===== config.mk =====
export PLATFORM = sky130hd
export DESIGN_NAME = lcdpc_top
export DESIGN_NICKNAME = d
export VERILOG_FILES = /design/src/include/lcdpc_pkg.sv /design/src/core/lcdpc_sync.sv /design/src/core/lcdpc_top.sv
export SDC_FILE = /design/constraint.sdc
export NUM_CORES = 1
export LEC_CHECK = 0
export BUFFER_PORTS_ARGS = -buffer_cell sky130_fd_sc_hd__buf_2
export CAP_MARGIN = 15
export CORE_UTILIZATION = 53
export CTS_CLUSTER_SIZE = 10
export DETAILED_ROUTE_END_ITERATION = 10
export GPL_ROUTABILITY_DRIVEN = 1
export PLACE_DENSITY = 0.88
export SKIP_LAST_GASP = 1
export SLEW_MARGIN = 0
export SYNTH_ARGS = -nofsm -noshare
export SYNTH_HDL_FRONTEND = slang
export SYNTH_SLANG_ARGS = --single-unit

===== constraint.sdc =====
create_clock -name clk -period 2.4 [get_ports clk]
set_input_delay 0.12 -clock clk [delete_from_list [all_inputs] [get_ports clk]]
set_output_delay 0.12 -clock clk [all_outputs]
set_load 0.02 [all_outputs]

===== src/include/lcdpc_pkg.sv =====
// constants and types of the lcd power control and reset block
// ==========================================================
// Summary of operation
// - icon outputs: two commons, ten segments, ground when off
// - supply enable clear switches booster and converter off
// - mode pin low: both on; high: converter only
// - booster runs only while selected master clock runs
// - four-bit contrast register selects sixteen levels
// - one bias bit picks quarter or fifth bias
// - reset pin low loads defaults into every register
// - reset clears expanded, icon blink, double height, style
// - reset sets increment, clears shift on write
// - reset selects two-line display
// - reset clears extra duty, reverse and all-on
// - reset clears halt, supply, soft reset; fifth bias; contrast ones
// - reset clears icon display enable and icon bits
// - reset leaves display memories untouched
// - power command carries bias, halt, supply, soft reset
// - busy only during clear or soft reset; commands refused
package lcdpc_pkg;

	// ==========================================================
	// timing
	localparam int CLK_PERIOD_NS = 4;
	localparam int MCLK_IDLE_NS = 100000;
	localparam int MCLK_IDLE_CYC = MCLK_IDLE_NS / CLK_PERIOD_NS;
	localparam int CLEAR_BUSY_MCLK = 34;
	localparam int ICON_HALF_MCLK = 64;

	// ==========================================================
	// register byte offsets
	localparam logic [4:0] OFS_CMD = 5'h00;
	localparam logic [4:0] OFS_MODE = 5'h04;
	localparam logic [4:0] OFS_POWER = 5'h08;
	localparam logic [4:0] OFS_LEVEL = 5'h0c;
	localparam logic [4:0] OFS_ICON = 5'h10;

	// ==========================================================
	// mode word fields
	localparam int MB_EXPANDED = 0;
	localparam int MB_ICON_BLINK = 1;
	localparam int MB_DOUBLE_HEIGHT = 2;
	localparam int MB_BLINK_STYLE = 3;
	localparam int MB_INCREMENT = 4;
	localparam int MB_SHIFT_WR = 5;
	localparam int MB_LINE_COUNT = 6;
	localparam int MB_DISPLAY_ON = 7;
	localparam int MB_CURSOR = 8;
	localparam int MB_CURSOR_BLINK = 9;
	localparam int MB_EXTRA_DUTY = 10;
	localparam int MB_REVERSE = 11;
	localparam int MB_ALL_ON = 12;
	localparam logic [12:0] MODE_RST = 13'h0010;

	// ==========================================================
	// power word fields
	localparam int PB_SOFT_RESET = 0;
	localparam int PB_SUPPLY_EN = 1;
	localparam int PB_HALT = 2;
	localparam int PB_BIAS = 3;
	localparam int PB_MODE_PIN = 4;
	localparam int PB_CLK_RUN = 5;
	localparam int PB_CONVERTER = 6;
	localparam int PB_BOOSTER = 7;
	localparam logic [3:0] POWER_RST = 4'h8;

	// ==========================================================
	// contrast, icons, busy
	localparam logic [3:0] LEVEL_RST = 4'hf;
	localparam int IB_DISPLAY = 10;
	localparam logic [10:0] ICON_RST = 11'h000;
	localparam int BUSY_BIT = 7;

	// ==========================================================
	// command decode: position of the leading one
	localparam int LK_CLEAR = 0;
	localparam int LK_ENTRY = 2;
	localparam int LK_CTRL = 3;
	localparam int LK_POWER = 4;
	localparam int LK_FUNC = 5;
	localparam int LK_VOLUME = 6;
	localparam logic [1:0] ICON_PREFIX = 2'h3;

	typedef enum logic [1:0] {
		LCDPC_IDLE = 2'b00,
		LCDPC_BUSY = 2'b01,
		LCDPC_ENDING = 2'b11
	} lcdpc_busy_e;

endpackage


===== src/core/lcdpc_sync.sv =====
// two flip-flop synchroniser for pin inputs
`timescale 1ns/1ns
`default_nettype none
module lcdpc_sync #(
	parameter int W = 1
) (
	// clock and reset
	input wire logic clk,
	input wire logic srst,
	// pins in, synchronised out
	input wire logic [W-1:0] din,
	output logic [W-1:0] dout
);
	logic [W-1:0] meta;

	always_ff @(posedge clk) begin
		if (srst) begin
			meta <= '0;
			dout <= '0;
		end else begin
			meta <= din;
			dout <= meta;
		end
	end
endmodule // lcdpc_sync
`default_nettype wire


===== src/core/lcdpc_top.sv =====
// lcd power control, reset state and icon drive
`timescale 1ns/1ns
`default_nettype none
module lcdpc_top #(
	parameter int IDLE_CYC = lcdpc_pkg::MCLK_IDLE_CYC
) (
	// clock and reset
	input wire logic clk,
	input wire logic srst,
	// avalon-mm slave
	input wire logic [4:0] avs_address,
	input wire logic avs_read,
	input wire logic avs_write,
	input wire logic [31:0] avs_writedata,
	input wire logic [3:0] avs_byteenable,
	output logic [31:0] avs_readdata,
	output logic avs_waitrequest,
	// device pins
	input wire logic reset_pin_n,
	input wire logic supply_mode_pin,
	input wire logic clock_source_select,
	input wire logic osc_clk_in,
	input wire logic external_clock_in,
	// power supply control
	output logic booster_enable,
	output logic converter_enable,
	output logic booster_clk,
	output logic [3:0] contrast_level,
	output logic bias_fifth,
	output logic halt_active,
	// icon drive
	output logic [1:0] icon_common_out,
	output logic [9:0] icon_segment_outs,
	// display settings and busy
	output logic [12:0] display_config,
	output logic busy_flag
);
	import lcdpc_pkg::*;

	// ==========================================================
	// pin synchronisers
	logic [4:0] pin_s;
	logic rst_pin_s;
	logic mode_s;
	logic cksel_s;
	logic osc_s;
	logic ext_s;
	logic init;

	lcdpc_sync #(
		.W(5)
	) u_sync (
		.clk(clk),
		.srst(srst),
		.din({external_clock_in, osc_clk_in, clock_source_select, supply_mode_pin, reset_pin_n}),
		.dout(pin_s)
	);

	assign rst_pin_s = pin_s[0];
	assign mode_s = pin_s[1];
	assign cksel_s = pin_s[2];
	assign osc_s = pin_s[3];
	assign ext_s = pin_s[4];

	// pin low holds every register at default
	assign init = srst | ~rst_pin_s;

	// ==========================================================
	// master clock selection and activity
	logic mclk_s;
	logic mclk_d;
	logic mrise;
	logic clk_running;
	logic [16:0] idle_cnt;

	assign mclk_s = cksel_s ? ext_s : osc_s;

	always_ff @(posedge clk) begin
		if (srst) begin
			mclk_d <= 1'b0;
		end else begin
			mclk_d <= mclk_s;
		end
	end

	assign mrise = mclk_s & ~mclk_d;

	always_ff @(posedge clk) begin
		if (srst) begin
			idle_cnt <= 17'(IDLE_CYC);
		end else if (mrise) begin
			idle_cnt <= 17'h00000;
		end else if (idle_cnt != 17'(IDLE_CYC)) begin
			idle_cnt <= idle_cnt + 17'h00001;
		end
	end

	assign clk_running = idle_cnt != 17'(IDLE_CYC);

	// ==========================================================
	// bus slave
	logic ack;
	logic wr_take;
	logic cmd_take;
	logic [7:0] cmd;
	logic [31:0] rd_mux;
	lcdpc_busy_e busy_st;

	assign avs_waitrequest = (avs_read | avs_write) & ~ack;

	always_ff @(posedge clk) begin
		if (srst) begin
			ack <= 1'b0;
		end else begin
			ack <= (avs_read | avs_write) & ~ack;
		end
	end

	assign wr_take = avs_write & ack;
	assign cmd = avs_writedata[7:0];
	// commands are dropped while busy
	assign cmd_take = wr_take & (avs_address == OFS_CMD) & avs_byteenable[0] & (busy_st == LCDPC_IDLE);

	// ==========================================================
	// command decode
	function automatic logic lead(input logic [7:0] d, input int k);
		return (d >> k) == 8'h01;
	endfunction

	logic [12:0] mode;
	logic [3:0] power;
	logic [3:0] level;
	logic [10:0] icon;
	logic exp;
	logic take_clear;
	logic take_entry;
	logic take_ctrl;
	logic take_power;
	logic take_func;
	logic take_volume;
	logic take_icon;
	logic acl_done;

	assign exp = mode[MB_EXPANDED];
	assign take_clear = cmd_take & lead(cmd, LK_CLEAR);
	assign take_entry = cmd_take & lead(cmd, LK_ENTRY);
	assign take_ctrl = cmd_take & lead(cmd, LK_CTRL);
	assign take_power = cmd_take & lead(cmd, LK_POWER);
	assign take_func = cmd_take & lead(cmd, LK_FUNC);
	assign take_volume = cmd_take & lead(cmd, LK_VOLUME);
	assign take_icon = cmd_take & (cmd[7:6] == ICON_PREFIX);

	// ==========================================================
	// mode registers
	always_ff @(posedge clk) begin
		if (init | acl_done) begin
			mode <= MODE_RST;
		end else if (take_func) begin
			mode[MB_ICON_BLINK] <= cmd[4];
			mode[MB_DOUBLE_HEIGHT] <= cmd[3];
			mode[MB_EXPANDED] <= cmd[2];
			mode[MB_BLINK_STYLE] <= cmd[1];
		end else if (take_entry & ~exp) begin
			mode[MB_INCREMENT] <= cmd[1];
			mode[MB_SHIFT_WR] <= cmd[0];
		end else if (take_entry & exp) begin
			mode[MB_LINE_COUNT] <= cmd[0];
		end else if (take_ctrl & ~exp) begin
			mode[MB_DISPLAY_ON] <= cmd[2];
			mode[MB_CURSOR] <= cmd[1];
			mode[MB_CURSOR_BLINK] <= cmd[0];
		end else if (take_ctrl & exp) begin
			mode[MB_EXTRA_DUTY] <= cmd[2];
			mode[MB_REVERSE] <= cmd[1];
			mode[MB_ALL_ON] <= cmd[0];
		end else if (take_clear) begin
			mode[MB_INCREMENT] <= 1'b1;
		end
	end

	// ==========================================================
	// power, contrast and icon registers
	always_ff @(posedge clk) begin
		if (init | acl_done) begin
			power <= POWER_RST;
		end else if (take_power & exp) begin
			power <= cmd[3:0];
		end
	end

	always_ff @(posedge clk) begin
		if (init | acl_done) begin
			level <= LEVEL_RST;
		end else if (take_volume & exp) begin
			level <= cmd[3:0];
		end
	end

	// display memories sit outside and see no reset here
	always_ff @(posedge clk) begin
		if (init | acl_done) begin
			icon <= ICON_RST;
		end else if (take_icon & ~exp) begin
			icon[5:0] <= cmd[5:0];
		end else if (take_icon & exp) begin
			icon[IB_DISPLAY] <= cmd[5];
			icon[9:6] <= cmd[3:0];
		end
	end

	// ==========================================================
	// busy sequencer for clear and soft reset
	logic [5:0] busy_cnt;

	assign acl_done = (busy_st == LCDPC_ENDING) & power[PB_SOFT_RESET];

	always_ff @(posedge clk) begin
		if (init) begin
			busy_st <= LCDPC_IDLE;
			busy_cnt <= 6'h00;
		end else begin
			unique case (busy_st)
				LCDPC_IDLE: begin
					if (take_clear | (take_power & exp & cmd[PB_SOFT_RESET])) begin
						busy_st <= LCDPC_BUSY;
						busy_cnt <= 6'h00;
					end
				end
				LCDPC_BUSY: begin
					if (mrise) begin
						if (busy_cnt == 6'(CLEAR_BUSY_MCLK - 1)) begin
							busy_st <= LCDPC_ENDING;
						end else begin
							busy_cnt <= busy_cnt + 6'h01;
						end
					end
				end
				LCDPC_ENDING: begin
					busy_st <= LCDPC_IDLE;
				end
				default: begin
					busy_st <= LCDPC_IDLE;
				end
			endcase
		end
	end

	assign busy_flag = busy_st != LCDPC_IDLE;

	// ==========================================================
	// supply enables and booster clock
	always_ff @(posedge clk) begin
		if (init) begin
			booster_enable <= 1'b0;
			converter_enable <= 1'b0;
			booster_clk <= 1'b0;
		end else begin
			converter_enable <= power[PB_SUPPLY_EN];
			booster_enable <= power[PB_SUPPLY_EN] & ~mode_s & clk_running;
			booster_clk <= power[PB_SUPPLY_EN] & ~mode_s & clk_running & mclk_s;
		end
	end

	assign contrast_level = level;
	assign bias_fifth = power[PB_BIAS];
	assign halt_active = power[PB_HALT];
	assign display_config = mode;

	// ==========================================================
	// static icon drive
	logic com;
	logic [6:0] icon_div;

	always_ff @(posedge clk) begin
		if (init) begin
			com <= 1'b0;
			icon_div <= 7'h00;
		end else if (mrise) begin
			if (icon_div == 7'(ICON_HALF_MCLK - 1)) begin
				icon_div <= 7'h00;
				com <= ~com;
			end else begin
				icon_div <= icon_div + 7'h01;
			end
		end
	end

	// lit segment drives opposite the common
	always_ff @(posedge clk) begin
		if (init | ~icon[IB_DISPLAY]) begin
			icon_common_out <= 2'h0;
			icon_segment_outs <= 10'h000;
		end else begin
			icon_common_out <= {2{com}};
			icon_segment_outs <= icon[9:0] ^ {10{com}};
		end
	end

	// ==========================================================
	// read path
	always_comb begin
		rd_mux = 32'h00000000;
		case (avs_address)
			OFS_CMD: rd_mux[BUSY_BIT] = busy_flag;
			OFS_MODE: rd_mux[12:0] = mode;
			OFS_POWER: begin
				rd_mux[3:0] = power;
				rd_mux[PB_MODE_PIN] = mode_s;
				rd_mux[PB_CLK_RUN] = clk_running;
				rd_mux[PB_CONVERTER] = converter_enable;
				rd_mux[PB_BOOSTER] = booster_enable;
			end
			OFS_LEVEL: rd_mux[3:0] = level;
			OFS_ICON: rd_mux[10:0] = icon;
			default: rd_mux = 32'h00000000;
		endcase
	end

	always_ff @(posedge clk) begin
		if (srst) begin
			avs_readdata <= 32'h00000000;
		end else if (avs_read & ~ack) begin
			avs_readdata <= rd_mux;
		end
	end
endmodule // lcdpc_top
`default_nettype wire


Yosys cells after proc, flatten, opt, wreduce, memory -nomap -nowiden
Cells that the tools add are included.
Widths: inputs -> output; s select.
{"block": "totals", "reg_bits": 104, "out_inout_bits": 68, "wordCells": 135}
{"block": "classes", "addsub": 3, "n_eq_ne": 23, "mux": 22, "bitwise_logic": 45, "reduce_logical": 16}
{"op": "$mux 15", "n": 2}
{"op": "$and 1x1->1", "n": 27}
{"op": "$mux 6", "n": 3}
{"op": "$add 17x1->17 const B", "n": 1}
{"op": "$ne 17x15->1 const B", "n": 1}
{"op": "$pmux 4 s4", "n": 1}
{"op": "$ne 2x2->1 const B", "n": 6}
{"op": "$not 1->1", "n": 12}
{"op": "$pmux 6 s2", "n": 1}
{"op": "$eq 5x4->1 const B", "n": 2}
{"op": "$reduce_and 5->1", "n": 2}
{"op": "$xor 10x10->10", "n": 1}
{"op": "$pmux 3 s3", "n": 1}
{"op": "$eq 8x1->1 const B", "n": 1}
{"op": "$mux 2", "n": 4}
{"op": "$reduce_and 4->1", "n": 2}
{"op": "$reduce_bool 2->1", "n": 4}
{"op": "$add 7x1->7 const B", "n": 1}
{"op": "$eq 7x6->1 const B", "n": 1}
{"op": "$mux 7", "n": 1}
{"op": "$add 6x1->6 const B", "n": 1}
{"op": "$eq 6x1->1 const B", "n": 1}
{"op": "$eq 6x6->1 const B", "n": 1}
{"op": "$mux 1", "n": 6}
{"op": "other kinds (17)", "n": 26}

Longest topological paths before layout
{"block": "logic_depth", "word_depth": 10, "ltp_mapped": 7, "depth_no_buf": 6}

By module
Synthesis repeated with hierarchy kept, for this count alone.
{"block": "unflattened", "cells_unflattened": 492, "area_unflattened_um2": 4688.2}
{"mod": "lcdpc_top", "n_inst": 1, "cells_per_inst": 472, "area_per_inst_um2": 4425.5, "seq_area_each_um2": 1881.8}
{"mod": "lcdpc_sync", "n_inst": 1, "cells_per_inst": 20, "area_per_inst_um2": 262.8, "seq_area_each_um2": 200.2}

Least setup slack after synthesis
No wires, ideal clock.
{"block": "synth_path", "kind": "reg-to-reg", "startpoint": "reg idle_cnt[0]", "endpoint": "reg idle_cnt[16]", "setup_time_ps": 70, "arrival_ps": 1704, "path_slack_ps": 626, "path_stages_with_launch": 6, "period_less_slack_ps": 1774, "path_cell_list": "dfxtp_1 > ha_1 > nand3_1 > or3_1 > or4_1 > a21oi_1"}
{"block": "synth_between", "elab_chain_cells": 1, "word_cells_on_any_way": 2}
{"element": "start, declared", "line": "lcdpc_top.sv:74", "text": "logic [16:0] idle_cnt;"}
{"element": "start signal, assigned", "line": "lcdpc_top.sv:90", "text": "idle_cnt <= 17'(IDLE_CYC);"}
{"element": "start signal, assigned", "line": "lcdpc_top.sv:94", "text": "idle_cnt <= idle_cnt + 17'h00001;"}
{"element": "$add 17x1->17 / $ne 17x15->1 (equally long branches)", "line": "lcdpc_top.sv:94, lcdpc_top.sv:93"}
Parallel ways exist; a longest one is shown, timed or not.
A chain may end at the register's enable or synchronous reset.

Final worst setup path
Same ends and word-level chain as after synthesis.

==> run metrics <==
RSZ-0062 raised after global routing=no; Critical Path Slowest Stage Cell=or4_1; Fin. Hold Viols=0; synthesized cell area=4730 um^2; area of the multi-input gates=between 2000 and 2500 um^2; Clock Latency Late Sink=~0.36 ns; Setup Crit Path Kind=reg -> reg; register area=between 2000 and 2500 um^2; Max Cap Violations=0; CTS tree=built; status=completed; Least-Margin Pin Slew=around 0.67 ns; Final #Nets=roughly 650; Area after DPL=around 5000 um^2; Slew HR=55.5%; drt total wl=about 11000 um; final core utilization=between 60% and 70%; Crit. End Element=register; IO Count=around 120; Worst VDD drop=around 0.35 mV; Rows=34; die area=~9300 um^2; Final Critical Period=~1.9 ns; Final Skew=between 0.008 and 0.009 ns; CP Launch Type=register; Int Pwr=0.00252 W; TritonCTS Buffers=9; synth warn=0; gr usage total=between 20% and 30%; ys flop type=dfxtp_1; sequential group share of total power=about 54%; DR WL/cell=16.3 um; P&R area growth vs syn=11.9%; post-route cell area=around 5300 um^2; Chip Height=approximately 96 um; via total after detailed routing=approximately 4200; CTS resizes=0; Hold WC Path Type=in -> reg; Max Slew Vio Count=0; GPL Wtd Cong=0.907; CTS root buf=clkbuf_8; Antenna diodes=0; critical path peak fanout=6; Congestion Overflow GR=0; non-filler cells in the finished layout=around 700; switching pwr=0.000816 W; Clock transition at path regs=about 0.090 ns; # clock sinks=104; r2r setup slk=between 0.4 and 0.5 ns; vias in the first global route=around 3700; Clock power frac=36.7%; syn_area_per_cell=just under 9 um^2; Netlist cell types=61; core area=8680 um^2; placed insts=~700; htree depth=3; hold path depth=3; Gate Count Post-Synth=529; Seq/Total Area, Yosys=approximately 44%; antenna-violating nets left=0; worst-path cell chain=ha_1 > nand3_1 > or3_1 > or4_1 > a21oi_1; number of remaining DRC errors=0; total power=about 0.0033 W; final number of setup-violating endpoints=0; Comb pwr share=approximately 9.2%; pwr/cell area=~630 nW/um^2; Detailed Place HPWL=around 8200 um; Starting Density=between 50% and 60%; Bufs on Longest Clock Path=2; Sw Ratio=about a quarter; # fillers=between 700 and 800; Max Clk Rate=0.514 GHz; initial antenna violation count=0; largest net degree at the start of global routing=31; PortBufs=71; ratio of cells with drive above 1 in the final layout=between 10% and 20%; fin crit share=between 80 and 90%; static leakage=2.07 nW; Critical Path RT=about 2.7 ns; Initial DRC Count=around 310; reg2reg path depth=5; Yosys reg bits=roughly 100; global-route wire length before repair=17900 um; EDFF count, synth=0; Via density=between 5 and 6; ys async rst share=0%; Worst EP arrival=between 2 and 2.5 ns; CP peak stage delay=roughly 0.48 ns; Fin Setup TNS=0 ns; die width=~96 um; detailed-router iteration count before antenna repair=7
==> final timing paths <==
kind / startpoint / to
worst max-delay path: idle_cnt[0] / idle_cnt[16]
worst min-delay path: avs_read / ack
worst max register to register: idle_cnt[0] / idle_cnt[16]
worst min register to register: icon_div[6] / icon_div[6]
==> synthesized netlist by cell type, types with 5 or more instances <==
cell        n  area share (%)
nor3_1     14             1.5
and4_1      5            0.93
a21oi_1    28             3.0
nor2b_1    16             2.1
nand3_1    45             4.8
buf_4      23             3.7
clkbuf_1   14             1.1
o21ai_0    19             2.0
mux2i_1    16             3.4
xor2_1      5            0.93
nand4_1    11             1.5
and3_1      8             1.1
xnor2_1    24             4.4
dfxtp_1   104              44
inv_1       6            0.48
ha_1        5             1.3
nand3b_1    5            0.79
nand2_1    33             2.6
nor4_1      8             1.1
a21o_1      6            0.95
nor2_1     56             4.4
==> flip-flops by register name, summed over array words and instances (netlist names) <==
signal / count
u_sync.meta: 5
booster_clk: 1
icon_div: 7
display_config: 13
icon_common_out: 1
u_sync.dout: 5
booster_enable: 1
avs_readdata: 13
power: 4
converter_enable: 1
ack: 1
icon_segment_outs: 10
idle_cnt: 17
contrast_level: 4
icon: 11
mclk_d: 1
busy_st: 2
com: 1
busy_cnt: 6
==> layout by cell type, fill, tap and decap left out, types with 11 or more instances in the layout <==
master | synthesis | final
o21ai_0 | 19 | 19
nor2b_1 | 16 | 16
dfxtp_1 | 104 | 104
nand3_1 | 45 | 45
xnor2_1 | 24 | 24
mux2i_1 | 16 | 16
conb_1 | 1 | 19
nand2_1 | 33 | 33
a21oi_1 | 28 | 28
buf_2 | 4 | 71
nand4_1 | 11 | 11
nor3_1 | 14 | 14
nor2_1 | 56 | 56
clkbuf_8 | 3 | 11
==> per-layer routing <==
metal  wire length [um]  vias to the layer above  global-route usage [%]
met3                902                       20                    4.54
met4                199                        0                    8.95
met1               4840                     1978                    32.2
met5                  0                        -                       0
li1                   -                     1966                       -
met2               5500                      208                    41.5
==> per-stage QoR <==
step	worst slack, ns	hold slack [ns]
4_1_cts	0.459	0.0725
5_1_grt	0.330	0.110
6_report	0.454	0.0759
3_5_place_dp	0.479	0.343
2_1_floorplan	0.626	0.248
3_3_place_gp	0.548	0.329
==> layout make-up <==
type                            count  share of cell area [%]
Timing Repair Buffer               81                    8.37
Inverter                            6                   0.426
Tap cell                          108                    2.55
Clock buffer                       11                    2.86
Multi-Input combinational cell    389                    45.0
Sequential cell                   104                    39.3
Clock inverter                      4                    1.44
==> timing repair <==
item / CTS / global route
endpoints found under the hold margin: 5 / 0
hold buffers: 5 / 0
setup buffers: 0 / 0
setup endpoints to repair: 0 / 0
==> kinds of logic (layout without fill, tap and decap cells) <==
group | count (synthesis) | in the layout | share of synthesized area, %
mux | 17 | 17 | 3.71
xor+xnor | 29 | 29 | 5.37
simple gates | 235 | 235 | 26.6
fa+ha+maj | 5 | 5 | 1.32
flops | 104 | 104 | 44.0
buf+inv | 54 | 102 | 7.01
compound gates | 84 | 84 | 11.9
other cells | 1 | 19 | 0.0793
==> power groups by stage <==
| stage | clock, W | sequential, W | combinational (W) |
|---|---|---|---|
| global route | 0.00129 | 0.00181 | 0.000333 |
| finish | 0.00122 | 0.00181 | 0.000306 |
| floorplan | 0 | 0.00184 | 0.000232 |
| detailed placement | 0 | 0.00184 | 0.000288 |
| global placement | 0 | 0.00184 | 0.000279 |
| CTS | 0.00123 | 0.00180 | 0.000302 |
==> critical path: cells and delay by family (launching register included) <==
kind / cells / cell delay [ns]
flops: 1 / 0.44
simple gates: 3 / 1.07
fa+ha+maj: 1 / 0.23
compound gates: 1 / 0.15
(Power assumes the default switching activity.)
